File: src/common/cwf_defines.vh
`ifndef CWF_DEFINES_VH
`define CWF_DEFINES_VH
// ==========================================================
// Register map (byte addresses)
`define CWF_ADDR_CTRL0      8'h00
`define CWF_ADDR_CTRL1      8'h04
`define CWF_ADDR_PERIOD     8'h08
`define CWF_ADDR_STATUS     8'h0c
`define CWF_ADDR_W          8
// ==========================================================
// Field positions
`define CWF_CNT_W           3
`define CWF_CNT_LSB         4
`define CWF_CNT_MSB         6
`define CWF_PER_W           8
`define CWF_PER_MSB         7
`define CWF_C1_EN           0
`define CWF_C1_OPE          1
`define CWF_C1_SPEED        4
`define CWF_C1_WE           6
`define CWF_C1_SE           7
`define CWF_ST_FOUT         0
`define CWF_ST_FALL         1
`define CWF_ST_RISE         2
`define CWF_ST_FALL_IE      3
`define CWF_ST_RISE_IE      4
// ==========================================================
// Constants and reset values
`define CWF_CNT_ONE         3'h1
`define CWF_CNT_ZERO        3'h0
`define CWF_PER_ZERO        8'h00
`define CWF_PER_ONE         8'h01
`define CWF_RST_CTRL0       3'h0
`define CWF_RST_CTRL1       8'h00
`define CWF_RST_PERIOD      8'h00
`define CWF_RST_STATUS      5'h00
// ==========================================================
// Operating modes
`define CWF_MODE_W          3
`define CWF_M_DISABLED      3'h0
`define CWF_M_CONT          3'h1
`define CWF_M_SAMPLED       3'h2
`define CWF_M_SFILT         3'h3
`define CWF_M_WINDOW        3'h4
`define CWF_M_WRESAMP       3'h5
`define CWF_M_WFILT         3'h6
`define CWF_M_ILLEGAL       3'h7
`endif

File: src/rtl/cwf_sample_filter.v
`timescale 1ns/1ns
`include "cwf_defines.vh"
// ==========================================================
// Consecutive-agreement filter as a sample counter
module cwf_sample_filter (
    input  wire                  pclk,         // Bus clock
    input  wire                  presetn,      // Async reset, low active
    input  wire                  ce,           // Clock enable
    input  wire                  active,       // Filter running
    input  wire                  sample_tick,  // Take one sample
    input  wire                  din,          // Sampled level
    input  wire [`CWF_CNT_W-1:0] agree_count,  // Samples needed
    output reg                   dout          // Filtered level
);
    reg [`CWF_CNT_W-1:0] agree_ctr;
    // Count samples differing from output; any agreeing sample restarts it
    always @(posedge pclk or negedge presetn) begin
        if (!presetn) begin
            agree_ctr <= `CWF_CNT_ZERO;
            dout      <= 1'b0;
        end else if (ce) begin
            if (!active) begin
                agree_ctr <= `CWF_CNT_ZERO;
                dout      <= 1'b0;
            end else if (sample_tick) begin
                if (din == dout) begin
                    agree_ctr <= `CWF_CNT_ZERO;
                end else if (agree_ctr + `CWF_CNT_ONE >= agree_count) begin
                    dout      <= din;
                    agree_ctr <= `CWF_CNT_ZERO;
                end else begin
                    agree_ctr <= agree_ctr + `CWF_CNT_ONE;
                end
            end
        end
    end
endmodule // cwf_sample_filter

File: src/rtl/cwf_compare_filter.v
// Added by the designer: the APB slave port and the register offsets.
`timescale 1ns/1ns
`include "cwf_defines.vh"
// Function
// Mode from enable, window, sample, count, period
// Disabled: output low, no processing
// Sampled modes bypass window gating
// Sample raw output on filter clock edges
// Filter when count>1 and period/external set
// Internal timebase samples every period cycles
// External strobe rising edge takes sample
// Change output after count agreeing samples
// Filtered output starts at zero
// Period and external zero disable filter
// Software disables filter before changing parameters
// Synchronize and edge-detect for flags
// Windowed: pass result only while window high
// Windowed: latch while window high, hold otherwise
// Windowed latency at most one cycle
// Resampled mode: count one, period spaced
// Windowed filtered latency bound
// Wait modes: keep running, irq wakes
// Stop: event wakes, pin still driven
// Stop speed follows speed select
// Reset restores all registers
// Debug mode: operation unchanged
// Irq when enable and flag both set
// Rise and fall flags from synchronized output
// Filter is counter, cleared when disabled
module cwf_compare_filter (
    input  wire                     pclk,                 // Bus clock, 100 MHz
    input  wire                     presetn,              // Async reset, low active
    input  wire                     ce,                   // Clock enable, freezes state
    input  wire                     psel,                 // APB select
    input  wire                     penable,              // APB enable
    input  wire                     pwrite,               // APB direction
    input  wire [`CWF_ADDR_W-1:0]   paddr,                // APB byte address
    input  wire [31:0]              pwdata,               // APB write data
    output reg  [31:0]              prdata,               // APB read data
    output reg                      pready,               // APB ready
    output reg                      pslverr,              // APB error
    input  wire                     analog_compare_out,   // Comparator result
    input  wire                     window_in,            // Window gate
    input  wire                     sample_strobe,        // External sample strobe
    output reg                      raw_compare_out,      // Unfiltered output
    output reg                      filtered_compare_out, // Filtered synchronized output
    output reg                      pin_out,              // External pin data
    output reg                      pin_out_en,           // External pin enable
    output reg                      speed_select,         // Comparator speed to analog
    output reg                      irq_req               // Interrupt / wake request
);
    // ==========================================================
    // Registers
    reg [`CWF_CNT_W-1:0] sample_agree_count;
    reg [7:0]            control_one;
    reg [`CWF_PER_W-1:0] sample_period_div;
    reg                  rise_flag;
    reg                  fall_flag;
    reg                  rise_irq_enable;
    reg                  fall_irq_enable;
    reg                  illegal_cfg;

    wire comp_enable            = control_one[`CWF_C1_EN];
    wire output_pin_enable      = control_one[`CWF_C1_OPE];
    wire window_enable          = control_one[`CWF_C1_WE];
    wire external_sample_enable = control_one[`CWF_C1_SE];

    // ==========================================================
    // Mode decode
    reg [`CWF_MODE_W-1:0] mode;
    wire cnt_zero = (sample_agree_count == `CWF_CNT_ZERO);
    wire cnt_one  = (sample_agree_count == `CWF_CNT_ONE);
    wire per_zero = (sample_period_div == `CWF_PER_ZERO);
    // Table of legal settings; anything else is flagged illegal
    always @* begin
        mode = `CWF_M_ILLEGAL;
        if (!comp_enable)
            mode = `CWF_M_DISABLED;
        else if (!window_enable) begin
            if (!external_sample_enable && (cnt_zero || per_zero))
                mode = `CWF_M_CONT;
            else if (cnt_one)
                mode = `CWF_M_SAMPLED;
            else if (!cnt_zero)
                mode = `CWF_M_SFILT;
        end else if (!external_sample_enable) begin
            if (cnt_zero || per_zero)
                mode = `CWF_M_WINDOW;
            else if (cnt_one)
                mode = `CWF_M_WRESAMP;
            else
                mode = `CWF_M_WFILT;
        end
    end

    wire windowed  = (mode == `CWF_M_WINDOW) || (mode == `CWF_M_WRESAMP) || (mode == `CWF_M_WFILT);
    wire sampling  = (mode == `CWF_M_SAMPLED) || (mode == `CWF_M_SFILT) ||
                     (mode == `CWF_M_WRESAMP) || (mode == `CWF_M_WFILT);
    wire filtering = (mode == `CWF_M_SFILT) || (mode == `CWF_M_WFILT);

    // ==========================================================
    // Window latch; continuous and non-windowed sampled modes use the raw level
    reg  win_latch;
    always @(posedge pclk or negedge presetn) begin
        if (!presetn)
            win_latch <= 1'b0;
        else if (ce) begin
            if (!windowed)
                win_latch <= 1'b0;
            else if (window_in)
                win_latch <= analog_compare_out;
        end
    end
    // Gated raw level: low when disabled, else comparator directly unless windowed
    wire raw_level = !comp_enable ? 1'b0 :
                     windowed ? win_latch : analog_compare_out;

    // ==========================================================
    // Sample tick sources
    reg [`CWF_PER_W-1:0] period_ctr;
    reg                  strobe_q;
    wire int_tick = sampling && !external_sample_enable && !per_zero &&
                    (period_ctr == `CWF_PER_ONE);
    wire ext_tick = sampling && external_sample_enable && sample_strobe && !strobe_q;
    wire sample_tick = int_tick || ext_tick;
    // Divided bus clock timebase; idle when no sampling to save switching
    always @(posedge pclk or negedge presetn) begin
        if (!presetn) begin
            period_ctr <= `CWF_PER_ONE;
            strobe_q   <= 1'b0;
        end else if (ce) begin
            strobe_q <= sample_strobe;
            if (!sampling || external_sample_enable || per_zero)
                period_ctr <= `CWF_PER_ONE;
            else if (period_ctr == `CWF_PER_ONE)
                period_ctr <= sample_period_div;
            else
                period_ctr <= period_ctr - `CWF_PER_ONE;
        end
    end

    // ==========================================================
    // Sample/hold for non-filtered sampled modes
    reg held_sample;
    always @(posedge pclk or negedge presetn) begin
        if (!presetn)
            held_sample <= 1'b0;
        else if (ce) begin
            if (!sampling)
                held_sample <= 1'b0;
            else if (sample_tick)
                held_sample <= raw_level;
        end
    end

    wire filt_out;
    cwf_sample_filter u_filter (
        .pclk        (pclk),
        .presetn     (presetn),
        .ce          (ce),
        .active      (filtering),
        .sample_tick (sample_tick),
        .din         (raw_level),
        .agree_count (sample_agree_count),
        .dout        (filt_out)
    );

    // Pre-synchronizer selection of the filter stage output
    wire stage_out = filtering ? filt_out :
                     (sampling ? held_sample : raw_level);

    // ==========================================================
    // Synchronizer and edge detection; first stage read only by the second
    reg sync_a;
    reg sync_b;
    reg sync_prev;
    always @(posedge pclk or negedge presetn) begin
        if (!presetn) begin
            sync_a    <= 1'b0;
            sync_b    <= 1'b0;
            sync_prev <= 1'b0;
        end else if (ce) begin
            sync_a    <= stage_out;
            sync_b    <= sync_a;
            sync_prev <= sync_b;
        end
    end
    wire rise_evt = sync_b && !sync_prev;
    wire fall_evt = !sync_b && sync_prev;

    // ==========================================================
    // APB access
    wire wr_acc  = psel && penable && pwrite && pready;
    wire rd_setup = psel && !penable && !pwrite;
    wire addr_ok = (paddr == `CWF_ADDR_CTRL0) || (paddr == `CWF_ADDR_CTRL1) ||
                   (paddr == `CWF_ADDR_PERIOD) || (paddr == `CWF_ADDR_STATUS);
    // Write-one-to-clear on flags; a new edge in the same cycle wins
    wire clr_rise = wr_acc && (paddr == `CWF_ADDR_STATUS) && pwdata[`CWF_ST_RISE];
    wire clr_fall = wr_acc && (paddr == `CWF_ADDR_STATUS) && pwdata[`CWF_ST_FALL];

    // Register writes; illegal combos accepted but reported
    always @(posedge pclk or negedge presetn) begin
        if (!presetn) begin
            sample_agree_count <= `CWF_RST_CTRL0;
            control_one        <= `CWF_RST_CTRL1;
            sample_period_div  <= `CWF_RST_PERIOD;
            rise_irq_enable    <= 1'b0;
            fall_irq_enable    <= 1'b0;
            rise_flag          <= 1'b0;
            fall_flag          <= 1'b0;
            illegal_cfg        <= 1'b0;
        end else if (ce) begin
            if (wr_acc && paddr == `CWF_ADDR_CTRL0)
                sample_agree_count <= pwdata[`CWF_CNT_MSB:`CWF_CNT_LSB];
            if (wr_acc && paddr == `CWF_ADDR_CTRL1)
                control_one <= pwdata[7:0];
            if (wr_acc && paddr == `CWF_ADDR_PERIOD)
                sample_period_div <= pwdata[`CWF_PER_MSB:0];
            if (wr_acc && paddr == `CWF_ADDR_STATUS) begin
                rise_irq_enable <= pwdata[`CWF_ST_RISE_IE];
                fall_irq_enable <= pwdata[`CWF_ST_FALL_IE];
            end
            if (rise_evt)
                rise_flag <= 1'b1;
            else if (clr_rise)
                rise_flag <= 1'b0;
            if (fall_evt)
                fall_flag <= 1'b1;
            else if (clr_fall)
                fall_flag <= 1'b0;
            illegal_cfg <= (mode == `CWF_M_ILLEGAL);
        end
    end

    // ==========================================================
    // APB answer: one wait-free access, read data registered in setup
    always @(posedge pclk or negedge presetn) begin
        if (!presetn) begin
            prdata  <= 32'h00000000;
            pready  <= 1'b0;
            pslverr <= 1'b0;
        end else if (ce) begin
            pready  <= psel && !penable;
            pslverr <= psel && !penable && !addr_ok;
            prdata  <= 32'h00000000;
            if (rd_setup) begin
                case (paddr)
                    `CWF_ADDR_CTRL0:  prdata[`CWF_CNT_MSB:`CWF_CNT_LSB] <= sample_agree_count;
                    `CWF_ADDR_CTRL1:  prdata[7:0] <= control_one;
                    `CWF_ADDR_PERIOD: prdata[`CWF_PER_MSB:0] <= sample_period_div;
                    `CWF_ADDR_STATUS: prdata <= {23'h000000, illegal_cfg, mode,
                                      rise_irq_enable, fall_irq_enable,
                                      rise_flag, fall_flag, sync_b};
                    default:          prdata <= 32'h00000000;
                endcase
            end
        end
    end

    // ==========================================================
    // Outputs; no clock gating, so wait, stop and debug run unchanged
    always @(posedge pclk or negedge presetn) begin
        if (!presetn) begin
            raw_compare_out      <= 1'b0;
            filtered_compare_out <= 1'b0;
            pin_out              <= 1'b0;
            pin_out_en           <= 1'b0;
            speed_select         <= 1'b0;
            irq_req              <= 1'b0;
        end else if (ce) begin
            raw_compare_out      <= raw_level;
            filtered_compare_out <= sync_b;
            pin_out              <= sync_b;
            pin_out_en           <= output_pin_enable && comp_enable;
            speed_select         <= control_one[`CWF_C1_SPEED];
            irq_req              <= (rise_irq_enable && (rise_flag || rise_evt)) ||
                                    (fall_irq_enable && (fall_flag || fall_evt));
        end
    end
endmodule // cwf_compare_filter

File: config.mk
export PLATFORM = sky130hd
export DESIGN_NAME = cwf_compare_filter
export DESIGN_NICKNAME = d
export VERILOG_FILES = /design/src/rtl/cwf_sample_filter.v /design/src/rtl/cwf_compare_filter.v
export VERILOG_INCLUDE_DIRS = /design/src /design/src/common
export SDC_FILE = /design/constraint.sdc
export NUM_CORES = 1
export LEC_CHECK = 0
export BUFFER_PORTS_ARGS = -buffer_cell sky130_fd_sc_hd__buf_2
export CAP_MARGIN = 5
export CORE_ASPECT_RATIO = 0.9
export CORE_MARGIN = 4
export CORE_UTILIZATION = 36
export CTS_BUF_LIST = sky130_fd_sc_hd__clkbuf_4
export DETAILED_ROUTE_END_ITERATION = 7
export GPL_TIMING_DRIVEN = 0
export PLACE_DENSITY = 0.6
export RECOVER_POWER = 50
export SLEW_MARGIN = 20
export SYNTH_ARGS = -nofsm -noshare
export SYNTH_HDL_FRONTEND = slang
export SYNTH_SLANG_ARGS = --single-unit
File: constraint.sdc
create_clock -name pclk -period 4.5 [get_ports pclk]
set_input_delay 1.125 -clock pclk [delete_from_list [all_inputs] [get_ports pclk]]
set_output_delay 1.125 -clock pclk [all_outputs]
set_load 0.02 [all_outputs]
==> run metrics, run 1 <==
status finished clean; standard-cell rows 32; worst ir drop on vdd 0.162 mV; antenna diode count 0; Critical Path Sink Type flip-flop; clock-pin slew on the worst setup and hold paths 0.09 ns; final worst setup slack 1.66 ns; Final nets 451; Worst-Margin Slew 0.716 ns; Synth Cell Area 3200 sq um; drt first pass iters 4; CTS tree yes; Leak 1.79 nW; Finished Cell Area 3750 sq um; Yosys top cell by area dfrtp_1; GR Util All Layers 15.2%; pre-CTS setup slack 1.25 ns; Total Neg Setup Slack 0 ns; Routed WL per cell 14.7 microns; max_cap viols 0; placed instance area 3630 sq um; antenna-violating nets left 0; worst min path class reg -> reg; Final Skew 0.00965 ns; CP top delay family simple AND/OR/NAND/NOR gates; worst rel slew slack 52.2%; unique cell type count in the Yosys netlist 53; CP startpoint kind input pin; final-report hold violation count 0; Slowest-stage cell, CP or4_4; Post-synth EDFFs 0; Skew-Pair Late Insertion Delay 0.39 ns; CP peak stage delay 0.53 ns; share of layout cells above drive strength 1 29.0%; first-pass GRT wire length 12500 microns; Synth Warn # 0; final hold slack 0.490 ns; Die Wd 107 microns; crit-path cells buf_2 > or4_4 > nor3_4 > nand3_1 > nor3_1 > mux2_2; post-CTS setup buffers 0; Synth area leaders dfrtp_1 (44%), mux2_2 (10%), buf_4 (5.6%); unrepaired setup endpoints after global routing no; initial antenna violation count 0; WS Path Type in -> reg; worst-case clock buffer depth 2; full die area 10500 sq um; vias per inst 4.94; # clock sinks 57; Iter 0 DRT Violations 153; CP Max Fanout 7; IO Count 89; setup violators final 0; cell count after synthesis 323; total CTS buffers 9; Post-Layout Cell Count 519; vias in the first global route 2456; wirelength, routed 7620 microns; Util after Layout 43.5%; die height 97.4 microns; Starting Density 37.1%; # resized after CTS 0; Final min period 2.84 ns; DR DRC count 0; Final GP Congestion 0.813; power density cells 260 nW/um^2; fmax 0.352 GHz; GRT overflow 0; sequential fraction of the synthesis area 44.7%; #FFs+latches synth 57; final period utilization 63.1%; Bufs and invs on worst path 1; syn_area_per_cell 9.90 sq um; port bufs 40; Worst R2R Setup Slack 2.27 ns; area delta synth->final 17.3%; Post-CTS Hold Buffers 0; Yosys top cell area share 43.8%; core area 8610 sq um; worst path required time 4.78 ns; clk root buf clkbuf_4; largest net degree at the start of global routing 58; H-tree levels 3; total vias in the final route 2566; Main synth FF type dfrtp_1; post-DP HPWL 5630 microns; crit path DAT 3.12 ns; count of pins over their slew limit 0; total power 0.974 mW; Synth async-reset ratio 100%; post-placement cell count 504
[sequential cells by signal, summed over array words and instances (netlist names), 3 cells and up]
| name | flops |
|---|---|
| u_filter.agree_ctr | 3 |
| period_ctr | 8 |
| control_one | 8 |
| sample_agree_count | 3 |
| prdata | 9 |
| sample_period_div | 8 |
[worst min-delay path: cells and delay by family, from the launching register on]
family	cells	cell delay [ns]
and+or+nand+nor	1	0.05
DFF	1	0.36
AOI/OAI and AO/OA	1	0.05
[final timing paths]
| check | start | endpoint | depth (start not counted) |
|---|---|---|---|
| hold reg to reg | u_filter.agree_ctr[1]$_DFFE_PN0P_ | u_filter.agree_ctr[1]$_DFFE_PN0P_ | 2 |
| min in group asynchronous | presetn | illegal_cfg$_DFFE_PN0P_ | 1 |
| setup / recovery | paddr[5] | rise_irq_enable$_DFFE_PN0P_ | 6 |
| max in group asynchronous | presetn | control_one[0]$_DFFE_PN0P_ | 1 |
| hold / removal | u_filter.agree_ctr[1]$_DFFE_PN0P_ | u_filter.agree_ctr[1]$_DFFE_PN0P_ | 2 |
| setup reg to reg | period_ctr[5]$_DFFE_PN0P_ | u_filter.agree_ctr[0]$_DFFE_PN0P_ | 5 |
[cells by family (layout without fill, tap and decap cells)]
group,Yosys count,in the layout,synth area share (%)
and+or+nand+nor,84,84,14.1
AOI/OAI and AO/OA,79,79,16.0
DFF,57,57,44.7
buffers and inverters,61,116,10.3
other,1,23,0.117
xor gates and xnor gates,1,1,0.274
muxes,34,34,12.2
adders and majority gates,6,6,2.35
[routing by layer]
layer / GRT usage [%] / routed length, microns
met2: 21.9 / 3350
met1: 22.0 / 3620
met5: 0 / 0
met3: 4.72 / 518
met4: 4.17 / 130
[final cells by class]
cell class | instances | area (sq um)
fill | 865 | 4860
multi-input combinational | 227 | 1520
sequential | 57 | 1430
buffer | 37 | 239
timing repair buffer | 40 | 198
tap | 119 | 149
inverter | 24 | 90.1
clock buffer | 10 | 75.1
clock inverter | 5 | 47.5
[layout by cell type, fill, tap and decap left out, types with 2 or more instances in the layout]
master and instances:
clkbuf_1 14, a31oi_1 4, clkbuf_4 10, nor3_1 7, nor2_1 12, nand3_1 9
a211oi_1 2, and3_1 2, clkinv_2 2, mux2_2 29, nand2b_1 4, nor4_1 4
dfrtp_1 56, conb_1 23, nand3b_1 3, nor2b_1 7, buf_2 37, o22ai_1 10
a21o_1 2, o211ai_1 2, clkinv_1 2, nand2_1 24, mux2i_1 4, o21ai_0 30
inv_1 24, a22oi_1 4, a22o_1 2, or4_4 2, buf_4 25, ha_1 6
nor3b_1 3, a21oi_1 10
[where the power goes]
| group | total [mW] | leakage (nW) | internal [mW] | switching (mW) |
|---|---|---|---|---|
| logic | 0.0993 | 0.936 | 0.0370 | 0.0624 |
| clock network | 0.351 | 0.0711 | 0.167 | 0.184 |
| registers | 0.523 | 0.779 | 0.519 | 0.00480 |
[synthesized netlist by cell type, drive strengths merged, types with 3 or more instances]
cell type / count
nor2b: 7
nor3b: 3
nand2: 24
a21oi: 10
clkbuf: 10
buf: 27
nor3: 8
o21ai: 31
inv: 24
nand3: 9
ha: 6
nand3b: 3
or4: 3
nand2b: 4
dfrtp: 56
mux2i: 4
nor2: 12
a31oi: 4
nor4: 4
a22oi: 4
o22ai: 10
mux2: 29
(Power assumes the default switching activity.)
==> run 2, diff against run 1 <==
==> constraint.sdc (replaced) <==
create_clock -name pclk -period 2.95 [get_ports pclk]
set_input_delay 0.7375 -clock pclk [delete_from_list [all_inputs] [get_ports pclk]]
set_output_delay 0.7375 -clock pclk [all_outputs]
set_load 0.02 [all_outputs]
==> run metrics, run 2 (same netlist as run 1, synthesis figures left out) <==
clk root buf clkbuf_4 (unchanged); worst r2r src period_ctr[5]$_DFFE_PN0P_ (unchanged); antenna-violating nets left 0 (unchanged); most frequent cells in the layout dfrtp_1 (56), buf_2 (36), o21ai_0 (30) (was dfrtp_1 (56), buf_2 (37), o21ai_0 (30)); # clock sinks 57 (unchanged); total vias in the final route 2577 (was 2566); Final GP Congestion 0.813 (unchanged); clock-pin slew on the worst setup and hold paths 0.09 ns (about the same); combinational cell fraction of total power 10.2% (about the same); vias per inst 4.97 (was 4.94); Starting Density 37.1% (unchanged); Reg with most FFs prdata (unchanged); Psw 0.383 mW (was 0.251 mW); worst-case clock buffer depth 2 (unchanged); setup violators final 0 (unchanged); worst ir drop on vdd 0.248 mV (was 0.162 mV); Post-CTS Hold Buffers 0 (unchanged); final period utilization 82.8%; Leak 1.78 nW (was 1.79 nW); wirelength, routed 7620 microns (about the same); crit path DAT 2.72 ns (was 3.12 ns); CP Max Fanout 7 (unchanged); R2R cell count 5 (unchanged); Iter 0 DRT Violations 153 (unchanged); drt first pass iters 4 (unchanged); # resized after CTS 0 (unchanged); Power Internal 1.10 mW (was 0.723 mW); die height 97.4 microns (unchanged); area delta synth->final 17.1% (was 17.3%); Final min period 2.44 ns; Routed WL per cell 14.7 microns (about the same); WS Path Type in -> reg (unchanged); fmax 0.409 GHz; first-pass GRT wire length 12500 microns (unchanged); vias in the first global route 2456 (unchanged); standard-cell rows 32 (unchanged); post-CTS setup buffers 0 (unchanged); DR DRC count 0 (unchanged); final-report hold violation count 0 (unchanged); Skew-Pair Late Insertion Delay 0.39 ns (about the same); max_cap viols 0 (unchanged); pre-CTS setup slack 0.0861 ns (was 1.25 ns); Sw Share 25.8% (about the same); max reg flops 9 (unchanged); Fill cells 866 (was 865); full die area 10500 sq um (unchanged); Die Wd 107 microns (unchanged); share of layout cells above drive strength 1 28.7% (was 29.0%); worst min path class reg -> reg (unchanged); Final nets 451 (unchanged); sequential share of power 53.8% (about the same); IO Count 89 (unchanged); count of pins over their slew limit 0 (unchanged); antenna diode count 0 (unchanged); initial antenna violation count 0 (unchanged); Total Neg Setup Slack 0 ns (unchanged); Hold Crit Endpoint u_filter.agree_ctr[1]$_DFFE_PN0P_ (unchanged); Worst R2R Setup Slack 0.72 ns (was 2.27 ns); H-tree levels 3 (unchanged); power density cells 397 nW/um^2 (was 260 nW/um^2); core area 8610 sq um (unchanged); Worst Hold Path Cells 2 (unchanged); clock group share of total power 36.1% (about the same); status finished clean (unchanged); GR Util All Layers 15.2% (unchanged); most common cell after layout, fill and taps aside dfrtp_1 (unchanged); CP startpoint kind input pin (unchanged); CTS tree yes (unchanged); unrepaired setup endpoints after global routing no (unchanged); final worst setup slack 0.506 ns (was 1.66 ns); Worst R2R End u_filter.agree_ctr[0]$_DFFE_PN0P_ (unchanged); largest net degree at the start of global routing 58 (unchanged); total CTS buffers 9 (unchanged); worst rel slew slack 5.33% (was 52.2%); Worst-Margin Slew 1.42 ns (was 0.716 ns); GRT overflow 0 (unchanged); Final Skew 0.00963 ns (was 0.00965 ns); hold_sp u_filter.agree_ctr[1]$_DFFE_PN0P_ (unchanged); port bufs 40 (unchanged); Critical Path Sink Type flip-flop (unchanged); worst path required time 3.23 ns (was 4.78 ns); post-DP HPWL 5630 microns (unchanged)
[run 2: worst max-delay path: stages]
cell,delay [ns]
buf_2,0.09
or4_4,0.53
nor3_4,0.24
nand3_1,0.21
nor3_1,0.51
mux2_2,0.39
[run 2: through the flow]
step	cells	utilization, %	hold WS, ns	power, mW	area [sq um]
floorplan	345	-	0.442	0.909	3280
detailed placement	504	42.2	0.476	0.966	3630
CTS	519	43.6	0.405	1.51	3750
global route	519	43.5	0.514	1.56	3740
global placement	504	42.2	0.472	0.965	3630
finish	519	43.5	0.490	1.49	3740
[run 2: cell type report]
type,instances,area [sq um],area share [%]
buffer,37,239,6.38
clock buffer,10,75.1,2.00
clock inverter,5,47.5,1.27
inverter,24,90.1,2.41
multi-input combinational,227,1520,40.7
sequential,57,1430,38.1
tap,119,149,3.98
timing repair buffer,40,194,5.18
[run 2: power by group through the flow]
stage                     logic [mW]  registers (mW)  clock network (mW)
after detailed placement       0.152           0.814                   0
final                          0.151           0.799               0.536
after CTS                      0.152           0.799               0.555
after global placement         0.151           0.814                   0
after global routing           0.167           0.801               0.590
after floorplan               0.0927           0.816                   0
[run 2: worst max path at each step]
stage | startpoint | end | slack [ns] | cells past startpoint
detailed placement | paddr[5] | rise_irq_enable$_DFFE_PN0P_ | 0.09 | 6
CTS | paddr[5] | rise_irq_enable$_DFFE_PN0P_ | 0.52 | 6
floorplan | paddr[5] | fall_irq_enable$_DFFE_PN0P_ | 0.49 | 5
finish | paddr[5] | rise_irq_enable$_DFFE_PN0P_ | 0.51 | 6
global route | paddr[5] | fall_irq_enable$_DFFE_PN0P_ | 0.37 | 6
global placement | paddr[5] | fall_irq_enable$_DFFE_PN0P_ | 0.09 | 6
[run 2: layer usage]
metal / wire length, microns / GRT usage [%] / vias up
met1: 3630 / 22.0 / 1237
met4: 109 / 4.17 / 0
met5: 0 / 0 / -
li1: - / - / 1254
met2: 3380 / 21.9 / 77
met3: 506 / 4.72 / 9
==> run 3, diff against run 2 <==
==> constraint.sdc (replaced) <==
create_clock -name pclk -period 2.3 [get_ports pclk]
set_input_delay 0.575 -clock pclk [delete_from_list [all_inputs] [get_ports pclk]]
set_output_delay 0.575 -clock pclk [all_outputs]
set_load 0.02 [all_outputs]
==> run metrics, run 3 (same netlist as run 1, synthesis figures left out) <==
Met3 Wirelength 551 microns (was 506 microns); CP startpoint kind flip-flop (was input pin); post-placement cell count 504 (unchanged); H-tree levels 3 (unchanged); GR Util All Layers 15.2% (unchanged); # clock sinks 57 (unchanged); fmax 0.454 GHz; worst rel slew slack 6.37% (was 5.33%); GRT overflow 0 (unchanged); DR DRC count 0 (unchanged); Final nets 452 (was 451); total CTS buffers 9 (unchanged); vias in the first global route 2456 (unchanged); drt first pass iters 5 (was 4); standard-cell rows 32 (unchanged); crit path DAT 2.50 ns (was 2.72 ns); setup violators final 0 (unchanged); max_cap viols 0 (unchanged); worst-case clock buffer depth 2 (unchanged); share of layout cells above drive strength 1 29.7% (was 28.7%); antenna-violating nets left 0 (unchanged); Final Skew 0.0109 ns (was 0.00963 ns); sequential share of power 53.6% (was 53.8%); full die area 10500 sq um (unchanged); worst ir drop on vdd 0.316 mV (was 0.248 mV); Routed WL per cell 14.7 microns (about the same); uppermost layer routed met4 (unchanged); Die Wd 107 microns (unchanged); WS Path Type reg -> reg (was in -> reg); worst path required time 2.60 ns (was 3.23 ns); antenna diode count 0 (unchanged); Post-Layout Cell Count 520 (was 519); clock-pin slew on the worst setup and hold paths 0.10 ns (was 0.09 ns); clock group share of total power 36.1% (about the same); CP Max Fanout 5 (was 7); Worst-Margin Slew 1.40 ns (was 1.42 ns); Fill cells 863 (was 866); Final GP Congestion 0.813 (unchanged); CP top delay family simple AND/OR/NAND/NOR gates (unchanged); largest net degree at the start of global routing 58 (unchanged); Iter 0 DRT Violations 152 (was 153); most common cell after layout, fill and taps aside dfrtp_1 (unchanged); Leak 1.80 nW (was 1.78 nW); max reg flops 9 (unchanged); Skew-Pair Late Insertion Delay 0.40 ns (was 0.39 ns); worst min path class in -> reg (was reg -> reg); Slowest-stage cell, CP or4_4 (unchanged); Util after Layout 43.8% (was 43.5%); Sw Share 25.9% (was 25.8%); power density cells 507 nW/um^2 (was 397 nW/um^2); Critical Path Sink Type flip-flop (unchanged); core area 8610 sq um (unchanged); most frequent cells in the layout dfrtp_1 (56), buf_2 (38), o21ai_0 (30) (was dfrtp_1 (56), buf_2 (36), o21ai_0 (30)); clk root buf clkbuf_4 (unchanged); met2 wire length 3370 microns (was 3380 microns); Psw 0.495 mW (was 0.383 mW); Starting Density 37.1% (unchanged); wl on met1 3620 microns (was 3630 microns); Bufs and invs on worst path 0 (was 1); CTS tree yes (unchanged); combinational cell fraction of total power 10.3% (was 10.2%); area delta synth->final 17.8% (was 17.1%); wirelength, routed 7670 microns (was 7620 microns); count of pins over their slew limit 0 (unchanged); status finished clean (unchanged); initial antenna violation count 0 (unchanged); IO Count 89 (unchanged); vias per inst 4.97 (about the same); final-report hold violation count 0 (unchanged); first-pass GRT wire length 12500 microns (unchanged); final period utilization 95.8%; die height 97.4 microns (unchanged); post-DP HPWL 5630 microns (unchanged); crit-path cells or4_4 > or3_4 > o31ai_4 > o21ai_4 > o41ai_2 (was buf_2 > or4_4 > nor3_4 > nand3_1 > nor3_1 > mux2_2); port bufs 40 (unchanged); CP peak stage delay 0.57 ns (was 0.53 ns); Reg with most FFs prdata (unchanged); Final min period 2.20 ns; Post-CTS Hold Buffers 0 (unchanged); total vias in the final route 2585 (was 2577); Power Internal 1.42 mW (was 1.10 mW)
run 3: cell types whose count changed in the layout (fill, tap and decap cells not counted), sizes merged:
cell    delta
buf        +3
clkbuf     -2
run 3: area by class of cell:
type | instances | area, sq um | area share [%]
Multi-Input combinational cell | 227 | 1540 | 40.8
Sequential cell | 57 | 1430 | 37.9
Buffer | 37 | 239 | 6.34
Timing Repair Buffer | 41 | 204 | 5.41
Tap cell | 119 | 149 | 3.95
Inverter | 24 | 90.1 | 2.39
Clock buffer | 10 | 75.1 | 1.99
Clock inverter | 5 | 47.5 | 1.26
run 3: worst reg2reg max path: stages, from the launching register on:
cell and delay, ns:
dfrtp_1 0.41, or4_4 0.57, or3_4 0.42, o31ai_4 0.29, o21ai_4 0.12, o41ai_2 0.29
run 3: metrics by stage:
step	power, mW	setup slack, ns	hold slack (ns)	instance area (sq um)	setup TNS, ns
after global routing	2.00	-0.000821	0.382	3770	-0.00103
after CTS	1.93	0.0290	0.243	3750	0
final	1.91	0.0974	0.391	3770	0
after global placement	1.24	-0.396	0.472	3630	-2.62
after detailed placement	1.24	-0.401	0.476	3630	-2.94
after floorplan	1.17	0.00129	0.279	3280	0
run 3: worst paths after layout:
kind	start	to	slack [ns]	cells past startpoint
worst max-delay path	period_ctr[5]$_DFFE_PN0P_	u_filter.agree_ctr[0]$_DFFE_PN0P_	0.1	5
worst min-delay path	penable	pready$_DFFE_PN0P_	0.39	2
worst max register to register	period_ctr[5]$_DFFE_PN0P_	u_filter.agree_ctr[0]$_DFFE_PN0P_	0.1	5
worst min register to register	u_filter.agree_ctr[1]$_DFFE_PN0P_	u_filter.agree_ctr[1]$_DFFE_PN0P_	0.49	2
max in group asynchronous	presetn	control_one[0]$_DFFE_PN0P_	0.96	1
min in group asynchronous	presetn	fall_irq_enable$_DFFE_PN0P_	0.50	1
run 3: power by group through the flow:
| stage | Clock, mW | Sequential (mW) | Combinational (mW) |
|---|---|---|---|
| floorplan | 0 | 1.05 | 0.119 |
| global placement | 0 | 1.04 | 0.194 |
| detailed placement | 0 | 1.04 | 0.195 |
| CTS | 0.712 | 1.02 | 0.196 |
| global route | 0.757 | 1.03 | 0.218 |
| finish | 0.689 | 1.02 | 0.197 |
run 3: repair_timing:
action	4_1_cts	5_1_grt
setup buffers	0	1
resized for setup	0	2
endpoints found under the setup margin	0	6
run 3: metal layers:
layer | vias to the layer above | GRT usage (%)
li1 | 1253 | -
met1 | 1236 | 22.0
met2 | 85 | 21.9
met3 | 11 | 4.72
met4 | 0 | 4.17
met5 | - | 0
